<file path="config.mk">
export PLATFORM = sky130hd
export DESIGN_NAME = usc_status_control
export DESIGN_NICKNAME = d
export VERILOG_FILES = /design/src/rtl/usc_pkg.sv /design/src/rtl/usc_addr_match.sv /design/src/rtl/usc_status_control.sv /design/src/rtl/usc_tx_fifo.sv
export VERILOG_INCLUDE_DIRS = /design/src /design/src/rtl
export SDC_FILE = /design/constraint.sdc
export NUM_CORES = 1
export LEC_CHECK = 0
export CORE_AREA = 2 2 143 145
export DETAILED_ROUTE_END_ITERATION = 12
export DIE_AREA = 0 0 145 147
export DONT_BUFFER_PORTS = 1
export GPL_TIMING_DRIVEN = 0
export MAX_ROUTING_LAYER = met4
export RECOVER_POWER = 25
export SYNTH_ARGS = -nofsm -noshare
export SYNTH_HDL_FRONTEND = slang
export SYNTH_SLANG_ARGS = --single-unit
</file>
<file path="constraint.sdc">
create_clock -name clk_i -period 7.5 [get_ports clk_i]
set_clock_uncertainty 0.2 [all_clocks]
set_input_delay 0.75 -clock clk_i [delete_from_list [all_inputs] [get_ports clk_i]]
set_output_delay 0.75 -clock clk_i [all_outputs]
set_load 0.1 [all_outputs]
</file>
<file path="src/rtl/usc_defs.svh">
`ifndef USC_DEFS_SVH
`define USC_DEFS_SVH

// Register byte addresses
`define USC_ADDR_STA       8'h00
`define USC_ADDR_MODE      8'h04
`define USC_ADDR_TXDATA    8'h08
`define USC_ADDR_IRQ_STAT  8'h0C
`define USC_ADDR_IRQ_MASK  8'h10

// Status/control field positions
`define USC_BIT_ADDR_DET   24
`define USC_BIT_ADDR_LO    16
`define USC_BIT_TXISEL_LO  14
`define USC_BIT_TXINV      13
`define USC_BIT_RXEN       12
`define USC_BIT_BRK        11
`define USC_BIT_TXEN       10
`define USC_BIT_TXBF       9
`define USC_BIT_SHIFT_EMPTY 8
`define USC_BIT_RXISEL_LO  6
`define USC_BIT_ADDR_CHAR  5
`define USC_BIT_RX_IDLE    4
`define USC_BIT_PAR_ERR    3
`define USC_BIT_FRM_ERR    2
`define USC_BIT_OVR_ERR    1
`define USC_BIT_RX_AVAIL   0

// Mode register fields
`define USC_BIT_ON         15
`define USC_BIT_IR_ENC     12

// Interrupt status bits
`define USC_IRQ_TX         0
`define USC_IRQ_BRKDONE    1
`define USC_IRQ_W          2

// Transmit-interrupt select codes
`define USC_TXI_SPACE      2'h0
`define USC_TXI_DONE       2'h1
`define USC_TXI_EMPTY      2'h2

// Sizes and timing
`define USC_FIFO_DEPTH     4
`define USC_BAUD_DIV       16'h0010
`define USC_BRK_ZEROS      4'hC
`define USC_DATA_BITS      4'h8
`define USC_IR_PULSE       16'h0004

`endif

</file>
<file path="src/rtl/usc_pkg.sv">
package usc_pkg;

	typedef struct packed {
		logic [7:0]  adr;
		logic        we;
		logic [3:0]  sel;
		logic [31:0] dat;
	} usc_req_s;

	typedef enum logic [3:0] {
		USC_IDLE  = 4'h1,
		USC_START = 4'h2,
		USC_DATA  = 4'h4,
		USC_STOP  = 4'h8
	} usc_tx_state_e;

endpackage

</file>
<file path="src/rtl/usc_addr_match.sv">
`timescale 1ns/1ps

module usc_addr_match
	import usc_pkg::*;
(
	input  wire logic       enable_i,
	input  wire logic [7:0] addr_i,
	input  wire logic [7:0] char_i,
	input  wire logic       char_valid_i,
	output logic            match_o
);
	// Compare only while detection is on
	assign match_o = enable_i && char_valid_i && (char_i == addr_i);
endmodule // usc_addr_match

</file>
<file path="src/rtl/usc_status_control.sv">
`timescale 1ns/1ps
`include "usc_defs.svh"

// Notes on behaviour
// RULE1: Bit 24 turns automatic address detection on or off.
// RULE2: Bits 23:16 hold the address character compared while detection is on.
// RULE3: Tx interrupt: 10 buffer empty, 01 all sent, 00 a slot free.
// RULE4: Without infrared, polarity bit set makes tx idle low, else high.
// RULE5: With infrared, polarity bit set makes encoded tx idle high, else low.
// RULE6: Receiver enable with module on claims the rx pin; otherwise port owns it.
// RULE7: Break request sends start, twelve zeros, stop on next transmission.
// RULE8: Hardware clears break request once the break is fully sent.
// RULE9: Tx enable with module on drives pin; clearing aborts and flushes buffer.
// RULE10: Read-only buffer-full flag: 1 full, 0 room for one more.
// RULE11: Bits 31:25 read zero and ignore writes.
// RULE12: After reset only shift-empty and rx-idle read one.
module usc_status_control
	import usc_pkg::*;
(
	input  wire logic        clk_i,
	input  wire logic        rst_i,
	input  wire logic        cyc_i,
	input  wire logic        stb_i,
	input  wire logic        we_i,
	input  wire logic [7:0]  adr_i,
	input  wire logic [3:0]  sel_i,
	input  wire logic [31:0] dat_i,
	output logic [31:0]      dat_o,
	output logic             ack_o,
	input  wire logic        rx_pin_i,
	input  wire logic [7:0]  rx_char_i,
	input  wire logic        rx_char_valid_i,
	output logic             rx_pin_owned_o,
	output logic             addr_match_o,
	output logic             tx_pin_o,
	output logic             tx_pin_owned_o,
	output logic             irq_o
);
	usc_req_s      req;
	usc_tx_state_e state;
	logic          addr_detect_enable;
	logic [7:0]    addr_char;
	logic [1:0]    tx_irq_select;
	logic          tx_idle_polarity;
	logic          rx_enable_bit;
	logic          break_request;
	logic          tx_enable_bit;
	logic [1:0]    rx_irq_select;
	logic          addr_char_enable;
	logic          module_on;
	logic          infrared_encode_enable;
	logic [`USC_IRQ_W-1:0] irq_stat;
	logic [`USC_IRQ_W-1:0] irq_mask;
	logic          tx_active;
	logic          tx_enabled;
	logic          sending_break;
	logic [15:0]   baud_cnt;
	logic          baud_tick;
	logic [3:0]    bit_cnt;
	logic [7:0]    shifter;
	logic          raw_line;
	logic          tx_level;
	logic          tx_buffer_full;
	logic          fifo_empty;
	logic [7:0]    fifo_data;
	logic          fifo_pop;
	logic          wr_sta;
	logic          wr_mode;
	logic          wr_data;
	logic          wr_istat;
	logic          wr_imask;
	logic          tx_shift_empty;
	logic          tx_irq_cond;
	logic          brk_done;
	logic [31:0]   sta_word;
	logic [31:0]   next_dat;

	assign req = '{adr: adr_i, we: we_i, sel: sel_i, dat: dat_i};

	// Write strobes; a write lands on the acked edge only
	assign wr_sta   = cyc_i && stb_i && !ack_o && req.we && req.adr == `USC_ADDR_STA;
	assign wr_mode  = cyc_i && stb_i && !ack_o && req.we && req.adr == `USC_ADDR_MODE;
	assign wr_data  = cyc_i && stb_i && !ack_o && req.we && req.adr == `USC_ADDR_TXDATA;
	assign wr_istat = cyc_i && stb_i && !ack_o && req.we && req.adr == `USC_ADDR_IRQ_STAT;
	assign wr_imask = cyc_i && stb_i && !ack_o && req.we && req.adr == `USC_ADDR_IRQ_MASK;

	// One-cycle acknowledge, dropped the cycle after
	always_ff @(posedge clk_i)
	begin
		if (rst_i)
			ack_o <= 1'b0;
		else
			ack_o <= cyc_i && stb_i && !ack_o;
	end

	// Control fields of the status/control word
	always_ff @(posedge clk_i)
	begin
		if (rst_i)
		begin
			addr_detect_enable <= 1'b0; // RULE12
			addr_char          <= 8'h00;
			tx_irq_select      <= 2'h0;
			tx_idle_polarity   <= 1'b0;
			rx_enable_bit      <= 1'b0;
			tx_enable_bit      <= 1'b0;
			rx_irq_select      <= 2'h0;
			addr_char_enable   <= 1'b0;
		end
		else if (wr_sta)
		begin
			if (req.sel[3])
				addr_detect_enable <= req.dat[`USC_BIT_ADDR_DET]; // RULE1 RULE11
			if (req.sel[2])
				addr_char <= req.dat[`USC_BIT_ADDR_LO +: 8]; // RULE2
			if (req.sel[1])
			begin
				tx_irq_select    <= req.dat[`USC_BIT_TXISEL_LO +: 2];
				tx_idle_polarity <= req.dat[`USC_BIT_TXINV];
				rx_enable_bit    <= req.dat[`USC_BIT_RXEN];
				tx_enable_bit    <= req.dat[`USC_BIT_TXEN];
			end
			if (req.sel[0])
			begin
				rx_irq_select    <= req.dat[`USC_BIT_RXISEL_LO +: 2];
				addr_char_enable <= req.dat[`USC_BIT_ADDR_CHAR];
			end
		end
	end

	// Break request; completion clears it, a new software set wins
	always_ff @(posedge clk_i)
	begin
		if (rst_i)
			break_request <= 1'b0;
		else if (wr_sta && req.sel[1] && req.dat[`USC_BIT_BRK])
			break_request <= 1'b1; // RULE7
		else if (brk_done || !tx_enabled)
			break_request <= 1'b0; // RULE8
	end

	// Mode register: module on and infrared encoding
	always_ff @(posedge clk_i)
	begin
		if (rst_i)
		begin
			module_on              <= 1'b0;
			infrared_encode_enable <= 1'b0;
		end
		else if (wr_mode && req.sel[1])
		begin
			module_on              <= req.dat[`USC_BIT_ON];
			infrared_encode_enable <= req.dat[`USC_BIT_IR_ENC];
		end
	end

	assign tx_enabled     = module_on && tx_enable_bit;
	assign tx_pin_owned_o = tx_enabled; // RULE9
	assign rx_pin_owned_o = module_on && rx_enable_bit; // RULE6

	// Receive path only sees characters while it owns the pin
	usc_addr_match u_match (
		.enable_i     (addr_detect_enable),
		.addr_i       (addr_char),
		.char_i       (rx_char_i),
		.char_valid_i (rx_char_valid_i && rx_pin_owned_o), // RULE6
		.match_o      (addr_match_o)
	); // RULE1 RULE2

	// Buffer flushed whenever the transmitter is disabled
	usc_tx_fifo u_fifo (
		.clk_i   (clk_i),
		.rst_i   (rst_i),
		.flush_i (!tx_enabled), // RULE9
		.push_i  (wr_data && req.sel[0]),
		.data_i  (req.dat[7:0]),
		.pop_i   (fifo_pop),
		.data_o  (fifo_data),
		.empty_o (fifo_empty),
		.full_o  (tx_buffer_full)
	);

	// Bit-time divider
	always_ff @(posedge clk_i)
	begin
		if (rst_i || state == USC_IDLE)
			baud_cnt <= 16'h0000;
		else if (baud_tick)
			baud_cnt <= 16'h0000;
		else
			baud_cnt <= baud_cnt + 16'h0001;
	end
	assign baud_tick = (baud_cnt == `USC_BAUD_DIV - 16'h0001);

	assign fifo_pop = tx_enabled && state == USC_IDLE && !break_request && !fifo_empty;

	// Transmit sequencer; a break uses twelve zero data bits
	always_ff @(posedge clk_i)
	begin
		if (rst_i || !tx_enabled)
		begin
			state         <= USC_IDLE; // RULE9
			bit_cnt       <= 4'h0;
			shifter       <= 8'h00;
			sending_break <= 1'b0;
		end
		else
		begin
			case (state)
				USC_IDLE:
				begin
					if (break_request)
					begin
						sending_break <= 1'b1; // RULE7
						shifter       <= 8'h00;
						state         <= USC_START;
					end
					else if (!fifo_empty)
					begin
						sending_break <= 1'b0;
						shifter       <= fifo_data;
						state         <= USC_START;
					end
				end
				USC_START:
				begin
					if (baud_tick)
					begin
						bit_cnt <= 4'h0;
						state   <= USC_DATA;
					end
				end
				USC_DATA:
				begin
					if (baud_tick)
					begin
						shifter <= {1'b0, shifter[7:1]};
						bit_cnt <= bit_cnt + 4'h1;
						if (bit_cnt == (sending_break ? `USC_BRK_ZEROS : `USC_DATA_BITS) - 4'h1)
							state <= USC_STOP; // RULE7
					end
				end
				USC_STOP:
				begin
					if (baud_tick)
						state <= USC_IDLE;
				end
				default:
					state <= USC_IDLE;
			endcase
		end
	end

	assign brk_done       = state == USC_STOP && baud_tick && sending_break; // RULE8
	assign tx_active      = state != USC_IDLE;
	assign tx_shift_empty = !tx_active; // RULE12

	// Line level before polarity and encoding
	always_comb
	begin
		case (state)
			USC_START: raw_line = 1'b0;
			USC_DATA:  raw_line = shifter[0];
			default:   raw_line = 1'b1;
		endcase
	end

	// Infrared output pulses zero bits at the level opposite idle; idle set by polarity
	always_ff @(posedge clk_i)
	begin
		if (rst_i)
			tx_level <= 1'b1;
		else if (infrared_encode_enable)
			tx_level <= (!raw_line && baud_cnt < `USC_IR_PULSE) ^ tx_idle_polarity; // RULE5
		else
			tx_level <= raw_line ^ tx_idle_polarity; // RULE4
	end
	assign tx_pin_o = tx_level;

	// Transmit interrupt condition by select code
	always_comb
	begin
		case (tx_irq_select) // RULE3
			`USC_TXI_EMPTY: tx_irq_cond = fifo_empty;
			`USC_TXI_DONE:  tx_irq_cond = fifo_empty && !tx_active;
			`USC_TXI_SPACE: tx_irq_cond = !tx_buffer_full;
			default:        tx_irq_cond = 1'b0;
		endcase
	end

	// Sticky events, write-one-to-clear; a new event beats the clear
	always_ff @(posedge clk_i)
	begin
		if (rst_i)
			irq_stat <= '0;
		else
			irq_stat <= (irq_stat & ~(wr_istat && req.sel[0] ? req.dat[`USC_IRQ_W-1:0] : '0))
				| {brk_done, tx_enabled && tx_irq_cond};
	end

	always_ff @(posedge clk_i)
	begin
		if (rst_i)
			irq_mask <= '0;
		else if (wr_imask && req.sel[0])
			irq_mask <= req.dat[`USC_IRQ_W-1:0];
	end
	assign irq_o = |(irq_stat & irq_mask);

	// Status word; receive error flags are not fed here and read zero
	always_comb
	begin
		sta_word = 32'h0000_0000; // RULE11
		sta_word[`USC_BIT_ADDR_DET] = addr_detect_enable;
		sta_word[`USC_BIT_ADDR_LO +: 8] = addr_char;
		sta_word[`USC_BIT_TXISEL_LO +: 2] = tx_irq_select;
		sta_word[`USC_BIT_TXINV] = tx_idle_polarity;
		sta_word[`USC_BIT_RXEN] = rx_enable_bit;
		sta_word[`USC_BIT_BRK] = break_request;
		sta_word[`USC_BIT_TXEN] = tx_enable_bit;
		sta_word[`USC_BIT_TXBF] = tx_buffer_full; // RULE10
		sta_word[`USC_BIT_SHIFT_EMPTY] = tx_shift_empty;
		sta_word[`USC_BIT_RXISEL_LO +: 2] = rx_irq_select;
		sta_word[`USC_BIT_ADDR_CHAR] = addr_char_enable;
		sta_word[`USC_BIT_RX_IDLE] = !rx_pin_owned_o || rx_pin_i; // RULE12
	end

	// Read decode; unmapped addresses return zero
	always_comb
	begin
		if (req.adr == `USC_ADDR_STA)
			next_dat = sta_word;
		else if (req.adr == `USC_ADDR_MODE)
			next_dat = {16'h0000, module_on, 2'h0, infrared_encode_enable, 12'h000};
		else if (req.adr == `USC_ADDR_IRQ_STAT)
			next_dat = {30'h0, irq_stat};
		else if (req.adr == `USC_ADDR_IRQ_MASK)
			next_dat = {30'h0, irq_mask};
		else
			next_dat = 32'h0000_0000;
	end

	always_ff @(posedge clk_i)
	begin
		if (rst_i)
			dat_o <= 32'h0000_0000;
		else if (cyc_i && stb_i && !ack_o && !req.we)
			dat_o <= next_dat;
	end

	chk_upper_zero: assert property (@(posedge clk_i) disable iff (rst_i) ack_o |-> dat_o[31:25] == 7'h00) // RULE11
		else $error("upper status bits not zero");
	chk_break_len: assert property (@(posedge clk_i) disable iff (rst_i) // RULE7
		(state == USC_START && sending_break && baud_tick) |=> (state == USC_DATA)[*8])
		else $error("break too short");
	chk_break_bits: assert property (@(posedge clk_i) disable iff (rst_i) // RULE7
		$fell(state == USC_DATA) && sending_break |-> bit_cnt == `USC_BRK_ZEROS)
		else $error("break zero count wrong");
	chk_break_clear: assert property (@(posedge clk_i) disable iff (rst_i) // RULE8
		brk_done && !(wr_sta && req.sel[1] && req.dat[`USC_BIT_BRK]) |=> !break_request)
		else $error("break request not cleared");
	chk_txen_abort: assert property (@(posedge clk_i) disable iff (rst_i) !tx_enabled |=> state == USC_IDLE) // RULE9
		else $error("transmission not aborted");
	chk_full_flag: assert property (@(posedge clk_i) disable iff (rst_i) // RULE10
		$rose(tx_buffer_full) |-> $past(wr_data))
		else $error("full without write");
	// Pin is registered, so it follows the polarity of one cycle earlier
	chk_idle_plain: assert property (@(posedge clk_i) disable iff (rst_i) // RULE4
		(!infrared_encode_enable && state == USC_IDLE)[*2] |-> tx_pin_o == !$past(tx_idle_polarity))
		else $error("plain idle level wrong");
	chk_idle_ir: assert property (@(posedge clk_i) disable iff (rst_i) // RULE5
		(infrared_encode_enable && state == USC_IDLE)[*2] |-> tx_pin_o == $past(tx_idle_polarity))
		else $error("infrared idle level wrong");
	chk_rx_owner: assert property (@(posedge clk_i) disable iff (rst_i) // RULE6
		addr_match_o |-> rx_pin_owned_o && addr_detect_enable && rx_char_i == addr_char)
		else $error("match without ownership");
	chk_txirq_sel: assert property (@(posedge clk_i) disable iff (rst_i) // RULE3
		tx_enabled && tx_irq_select == `USC_TXI_EMPTY && fifo_empty |=> irq_stat[`USC_IRQ_TX])
		else $error("tx interrupt not raised");
	chk_reset_vals: assert property (@(posedge clk_i) $fell(rst_i) |-> tx_shift_empty && !break_request) // RULE12
		else $error("reset values wrong");
endmodule // usc_status_control

</file>
<file path="src/rtl/usc_tx_fifo.sv">
`timescale 1ns/1ps
`include "usc_defs.svh"

module usc_tx_fifo
	import usc_pkg::*;
(
	input  wire logic       clk_i,
	input  wire logic       rst_i,
	input  wire logic       flush_i,
	input  wire logic       push_i,
	input  wire logic [7:0] data_i,
	input  wire logic       pop_i,
	output logic [7:0]      data_o,
	output logic            empty_o,
	output logic            full_o
);
	logic [7:0] mem [`USC_FIFO_DEPTH];
	logic [1:0] wr_ptr;
	logic [1:0] rd_ptr;
	logic [2:0] count;

	// Pointers and occupancy; flush abandons all contents
	always_ff @(posedge clk_i)
	begin
		if (rst_i || flush_i)
		begin
			wr_ptr <= 2'h0;
			rd_ptr <= 2'h0;
			count  <= 3'h0;
		end
		else
		begin
			if (push_i && !full_o)
				wr_ptr <= wr_ptr + 2'h1;
			if (pop_i && !empty_o)
				rd_ptr <= rd_ptr + 2'h1;
			count <= count + {2'h0, push_i && !full_o} - {2'h0, pop_i && !empty_o};
		end
	end

	// Storage
	always_ff @(posedge clk_i)
	begin
		if (push_i && !full_o)
			mem[wr_ptr] <= data_i;
	end

	assign data_o  = mem[rd_ptr];
	assign empty_o = (count == 3'h0);
	assign full_o  = (count == 3'h4);
endmodule // usc_tx_fifo
</file>
* After elaboration in Yosys (flattened, before gate mapping)
Memory sizes are Yosys's and may differ from the RTL's. A register that Yosys moved wholly into a read port is not among the register bits.
Cells that the tools add are included.
** Cells by class
- Equality and inequality tests :: 21
- Magnitude comparators :: 1
- Bitwise operators :: 6
- Reductions and logical operators :: 59
- Multiplexer cells :: 31
- Add/subtract/negate cells :: 7
** Operator list (number)
- $mux W4 :: 8
- $logic_and A1 B1 Y1 :: 30
- $mux W25 :: 1
- $mux W8 :: 3
- $add A16 B1 Y16 const B :: 1
- $eq A16 B4 Y1 const B :: 1
- $eq A8 B4 Y1 const B :: 2
- $lt A16 B3 Y1 const B :: 1
- $mux W16 :: 1
- $pmux W4 S4 :: 1
- $pmux W8 S2 :: 1
- $mux W2 :: 5
- $ne A2 B2 Y1 const B :: 5
- $reduce_and A2 Y1 :: 5
- $logic_not A1 Y1 :: 9
- $eq A8 B3 Y1 const B :: 1
- $eq A8 B5 Y1 const B :: 1
- $eq A8 B8 Y1 :: 1
- $logic_not A8 Y1 :: 1
- $pmux W4 S2 :: 1
- $mux W1 :: 7
- $reduce_and A3 Y1 :: 2
- $reduce_bool A2 Y1 :: 3
- $reduce_and A5 Y1 :: 1
- other kinds (26) :: 33
** Word-level totals
- Input bits :: 59
- Bits in registers :: 98
- Word-level logic and storage cells :: 150
- Bits in writable memories :: 32
- Memories kept :: 1
** Memories
- u_fifo.mem :: depth 4, bits a word 8, read ports 1, clocked after memory_dff 1, wr ports 1, RTL line usc_tx_fifo.sv:17 : logic [7:0] mem [`USC_FIFO_DEPTH];

* Logic depth before layout (Yosys ltp)
- Depth after elaboration :: 9
- Mapped depth :: 12

* Cells and area by module
Synthesis repeated with hierarchy kept, for this count alone.
** Unflattened totals
- Cell total of the unflattened synthesis :: 520
- Area total of the unflattened synthesis :: 5456.5 sq um
** By module, submodules not included
- usc_status_control :: instances 1, cells each 417, area an instance 3727.3 sq um
- usc_tx_fifo :: instances 1, cells each 91, area an instance 1632.8 sq um
- usc_addr_match :: instances 1, cells each 12, area an instance 96.3 sq um

* Worst setup path before layout
Ideal clock, no wire load.
- Kind :: reg-to-output
- Start :: register module_on
- End :: output port addr_match_o
- Data arrival time :: 3.353 ns
- Required time :: 6.550 ns
- Stages on the path, launching flop included :: 4
- Path slack :: 3.197 ns
- Cell sequence :: dfxtp_1 > and2_1 > nand4_1 > nor3_1
** Between the ends
- Longest elaborated chain between the ends :: 4
** RTL lines
- start, declared :: RTL line usc_status_control.sv:50 : logic module_on;
- start signal, assigned :: RTL line usc_status_control.sv:152 : module_on <= req.dat[`USC_BIT_ON];
- $logic_and A1 B1 Y1 :: RTL line usc_status_control.sv:159 : assign rx_pin_owned_o = module_on && rx_enable_bit;
- named net rx_pin_owned_o :: RTL line usc_status_control.sv:33 : output logic rx_pin_owned_o,
- $logic_and A1 B1 Y1 :: RTL line usc_status_control.sv:166 : .char_valid_i (rx_char_valid_i && rx_pin_owned_o),
- $logic_and A1 B1 Y1 (2 in a row) :: RTL line usc_addr_match.sv:13 : assign match_o = enable_i && char_valid_i && (char_i == addr_i);
- end, declared :: RTL line usc_status_control.sv:34 : output logic addr_match_o,
The timed path passes the listed nets, and every way through them passes these cells.

* Worst setup path after layout
- Start :: register module_on
- End :: register u_fifo.count[2]
** Between the ends
- Longest elaborated chain between the ends :: 6
- Elaborated cells between the ends (all ways) :: 8
** RTL lines
- $logic_and A1 B1 Y1 * :: RTL line usc_status_control.sv:157 : assign tx_enabled = module_on && tx_enable_bit;
- named net tx_pin_owned_o :: RTL line usc_status_control.sv:36 : output logic tx_pin_owned_o,
- $logic_and A1 B1 Y1 (3 in a row) :: RTL line usc_status_control.sv:195 : assign fifo_pop = tx_enabled && state == USC_IDLE && !break_request && !fifo_empty;
- $logic_and A1 B1 Y1 :: RTL line usc_tx_fifo.sv:37 : count <= count + {2'h0, push_i && !full_o} - {2'h0, pop_i && !empty_o};
- $sub A3 B1 Y3 :: RTL line usc_tx_fifo.sv:37
- end signal, assigned :: RTL line usc_tx_fifo.sv:37
- end, declared :: RTL line usc_tx_fifo.sv:20 : logic [2:0] count;
The timed path passes the listed nets; every way through them passes the cells marked *.
A chain may end at the register's enable or synchronous reset.

==> run metrics <==
vias in the first global route=3,869; worst reg2reg setup slack=slightly above 4 ns; TritonCTS clock tree=yes; drt first pass iters=5; Max transition margin=0.230; crit start category=register; HPWL after DPL=9.36 mm; H-tree lvl count=4; Initial Util=0.276; Worst-Margin Slew=between 1 and 1.5 ns; post-CTS sizing=0; asr flop ratio synth=0; leakage=2.17 nW; final wirelength=12.8 mm; flops & latches, synth=123; Worst Hold Launch=dat_i[7]; CP startpoint=module_on$_SDFFE_PP0P_; design area=0.00645 sq mm; reg2reg start=module_on$_SDFFE_PP0P_; hold_buf cts=0; Net count, final=approximately 600; final setup vio count=0; ANT cells=0; Worst-path clk slew=approximately 0.060 ns; GRT Util Overall=0.129; layout cells sized above 1=0.132; status=finished, final reports clean; Crit Path Class=reg2reg; Mapped Area=roughly 0.0055 sq mm; hold depth=0; RSZ-0062 raised after global routing=false; Multi-input gate area=0.00248 sq mm; clk sink count=123; DRT iter0 DRCs=247; Avg Cell Area, Syn=10.5 sq um; post-synth cell types=59; setup bufs post-CTS=0; hold path endpoint=u_fifo.mem[1][7]$_DFFE_PP_; TritonCTS Buffers=17; Die W=145 um; setup tns final=0 ns; Seq/Total Area, Yosys=0.508; Die ar.=0.0213 sq mm; row count=52; Worst R2R Path Depth=10; filler cell count in the final layout=2,006; post-route DRC violation count=0; initial antenna violation count=0; antenna viol nets, final=0; predominant post-synthesis flop cell=dfxtp_1; arrival time worst endpoint=~3.5 ns; total grt overflow=0; wire per inst=15.5 um; I/O Buffers=0; Max Clock Freq=0.292 GHz; first-pass GRT wire length=between 20 and 25 mm; EDFF count, synth=32; io pins=97; R2R Path End=u_fifo.count[2]$_SDFF_PP0_; largest net degree at the start of global routing=17; worst hold path type=in2reg; min cycle time layout=approximately 3.4 ns; area growth from synthesis to layout=17.8%; clock root buffer=clkbuf_16; Worst Path Required=7.58 ns; CP Capture Type=register; Warnings, synthesis=0; Post-DP Area=0.00586 sq mm; crit share post-route=0.456; # Max-Cap Violations=0; final hold vios=0; Clock Tree Buf Depth=2; number of vias per cell=4.75; Worst-Skew Late Latency=0.41 ns; Mapped Cells=520; die height=between 100 and 150 um; register area=0.00278 sq mm; PwrDens=239 mW/mm^2; crit-path max FO=5; Max VDD drop=approximately 160 uV; core area=around 0.020 sq mm; Final Slew Violations=0; gpl congestion=0.792; total number of vias=3,951
[registers in the layout (all words and copies together) (netlist names), 3 cells and up, named ones only]
register / flops
state: 4
addr_char: 8
u_fifo.count: 3
u_fifo.mem: 32
shifter: 8
dat_o: 23
baud_cnt: 16
bit_cnt: 4
[cell usage in the layout (no fill, tap or decap), drive strengths merged, types with 4 or more instances in the layout]
cell type  count
conb           9
mux2i         20
nor3           9
and3          11
mux4           8
xnor2         19
nor4           9
edfxtp        32
nor2          32
a21oi         20
buf           20
xor2           4
a22oi          7
nand3         24
ha             8
dfxtp         91
a211oi        15
clkinv         4
nor3b          8
nor4b          5
o21ai         13
nand2         56
clkbuf        37
inv           17
a22o          17
and2           5
nand4         16
[routing by layer]
| metal | vias up | GRT usage | part of all wire | routed length (um) |
|---|---|---|---|---|
| met4 | 0 | 0.0421 | 0.019 | 244 |
| met3 | 12 | 0.0419 | 0.055 | 709 |
| met5 | - | - | 0 | 0 |
| met2 | 83 | 0.204 | 0.48 | 6110 |
| met1 | 1889 | 0.156 | 0.45 | 5780 |
| li1 | 1967 | - | - | - |
[cells in the mapped netlist (4+ instances only)]
library cell  count  area [sq um]
nor3b_1           8          60.1
nor4_1            5          31.3
buf_4            12          90.1
o21ai_0          13          65.1
buf_2             4          20.0
and2_1            5          31.3
inv_1            12          45.0
nand4_1          16           100
mux2i_1          20           200
nor3_1            9          45.0
xor2_1            4          35.0
nor2_1           31           116
dfxtp_1          91          1820
ha_1              8           100
and3_1           11          68.8
a21oi_1          19          95.1
nand2_1          56           210
clkbuf_1         15          56.3
nand3_1          24           120
a22o_1           17           149
edfxtp_1         32           961
xnor2_1          19           166
a211oi_1         15           113
a22oi_1           7          52.6
mux4_2            8           180
buf_1             4          15.0
[critical path, stage by stage (launching register included)]
cell and delay (ns):
dfxtp_1 0.38, and2_1 0.92, nor4b_4 0.52, ha_1 0.31, inv_1 0.06, ha_1 0.13, inv_1 0.05, fa_1 0.36
xor2_1 0.16, xnor2_1 0.15, nor2_1 0.05
[where the power goes]
group / internal (mW) / total (mW) / switching (mW)
Sequential: 0.681 / 0.683 / 0.00193
Combinational: 0.0101 / 0.0449 / 0.0347
Clock: 0.512 / 0.814 / 0.302
Total: 1.20 / 1.54 / 0.339
[how the worst max path moves through the flow]
stage | to | slack (ns) | cells past startpoint
2_1_floorplan | addr_match_o | 3.20 | 3
3_3_place_gp | addr_match_o | 3.06 | 3
3_5_place_dp | u_fifo.count[2]$_SDFF_PP0_ | 4.12 | 10
4_1_cts | u_fifo.count[2]$_SDFF_PP0_ | 4.10 | 10
5_1_grt | u_fifo.count[2]$_SDFF_PP0_ | 3.87 | 10
6_report | u_fifo.count[2]$_SDFF_PP0_ | 4.08 | 10
[cells by family after synthesis]
family | count (synthesis) | share of synthesized area
simple gates | 200 | 0.206
flops | 123 | 0.508
compound gates | 87 | 0.113
buf+inv | 49 | 0.0432
mux | 28 | 0.0695
xor+xnor | 23 | 0.0368
fa+ha+maj | 9 | 0.0219
other cells | 1 | 0.000685
[final cells by class]
cell class / count / share of cell area
clock inverter: 13 / 0.0214
sequential: 123 / 0.432
timing repair buffer: 1 / 0.00233
clock buffer: 19 / 0.0707
multi-input combinational: 356 / 0.385
tap: 270 / 0.0524
inverter: 12 / 0.00699
buffer: 37 / 0.0295
[metrics by stage]
stage | hold slack, ns | cells | setup WS [ns] | utilization | power, mW
finish | 0.231 | 831 | 4.08 | 0.325 | 1.54
global route | 0.217 | 831 | 3.87 | 0.325 | 1.59
CTS | 0.217 | 831 | 4.10 | 0.325 | 1.55
detailed placement | 0.250 | 799 | 4.12 | 0.295 | 0.742
global placement | 0.251 | 798 | 3.06 | 0.294 | 0.742
floorplan | 0.235 | 528 | 3.20 | - | 0.736
Note: power is estimated with default switching activity, not from simulation.
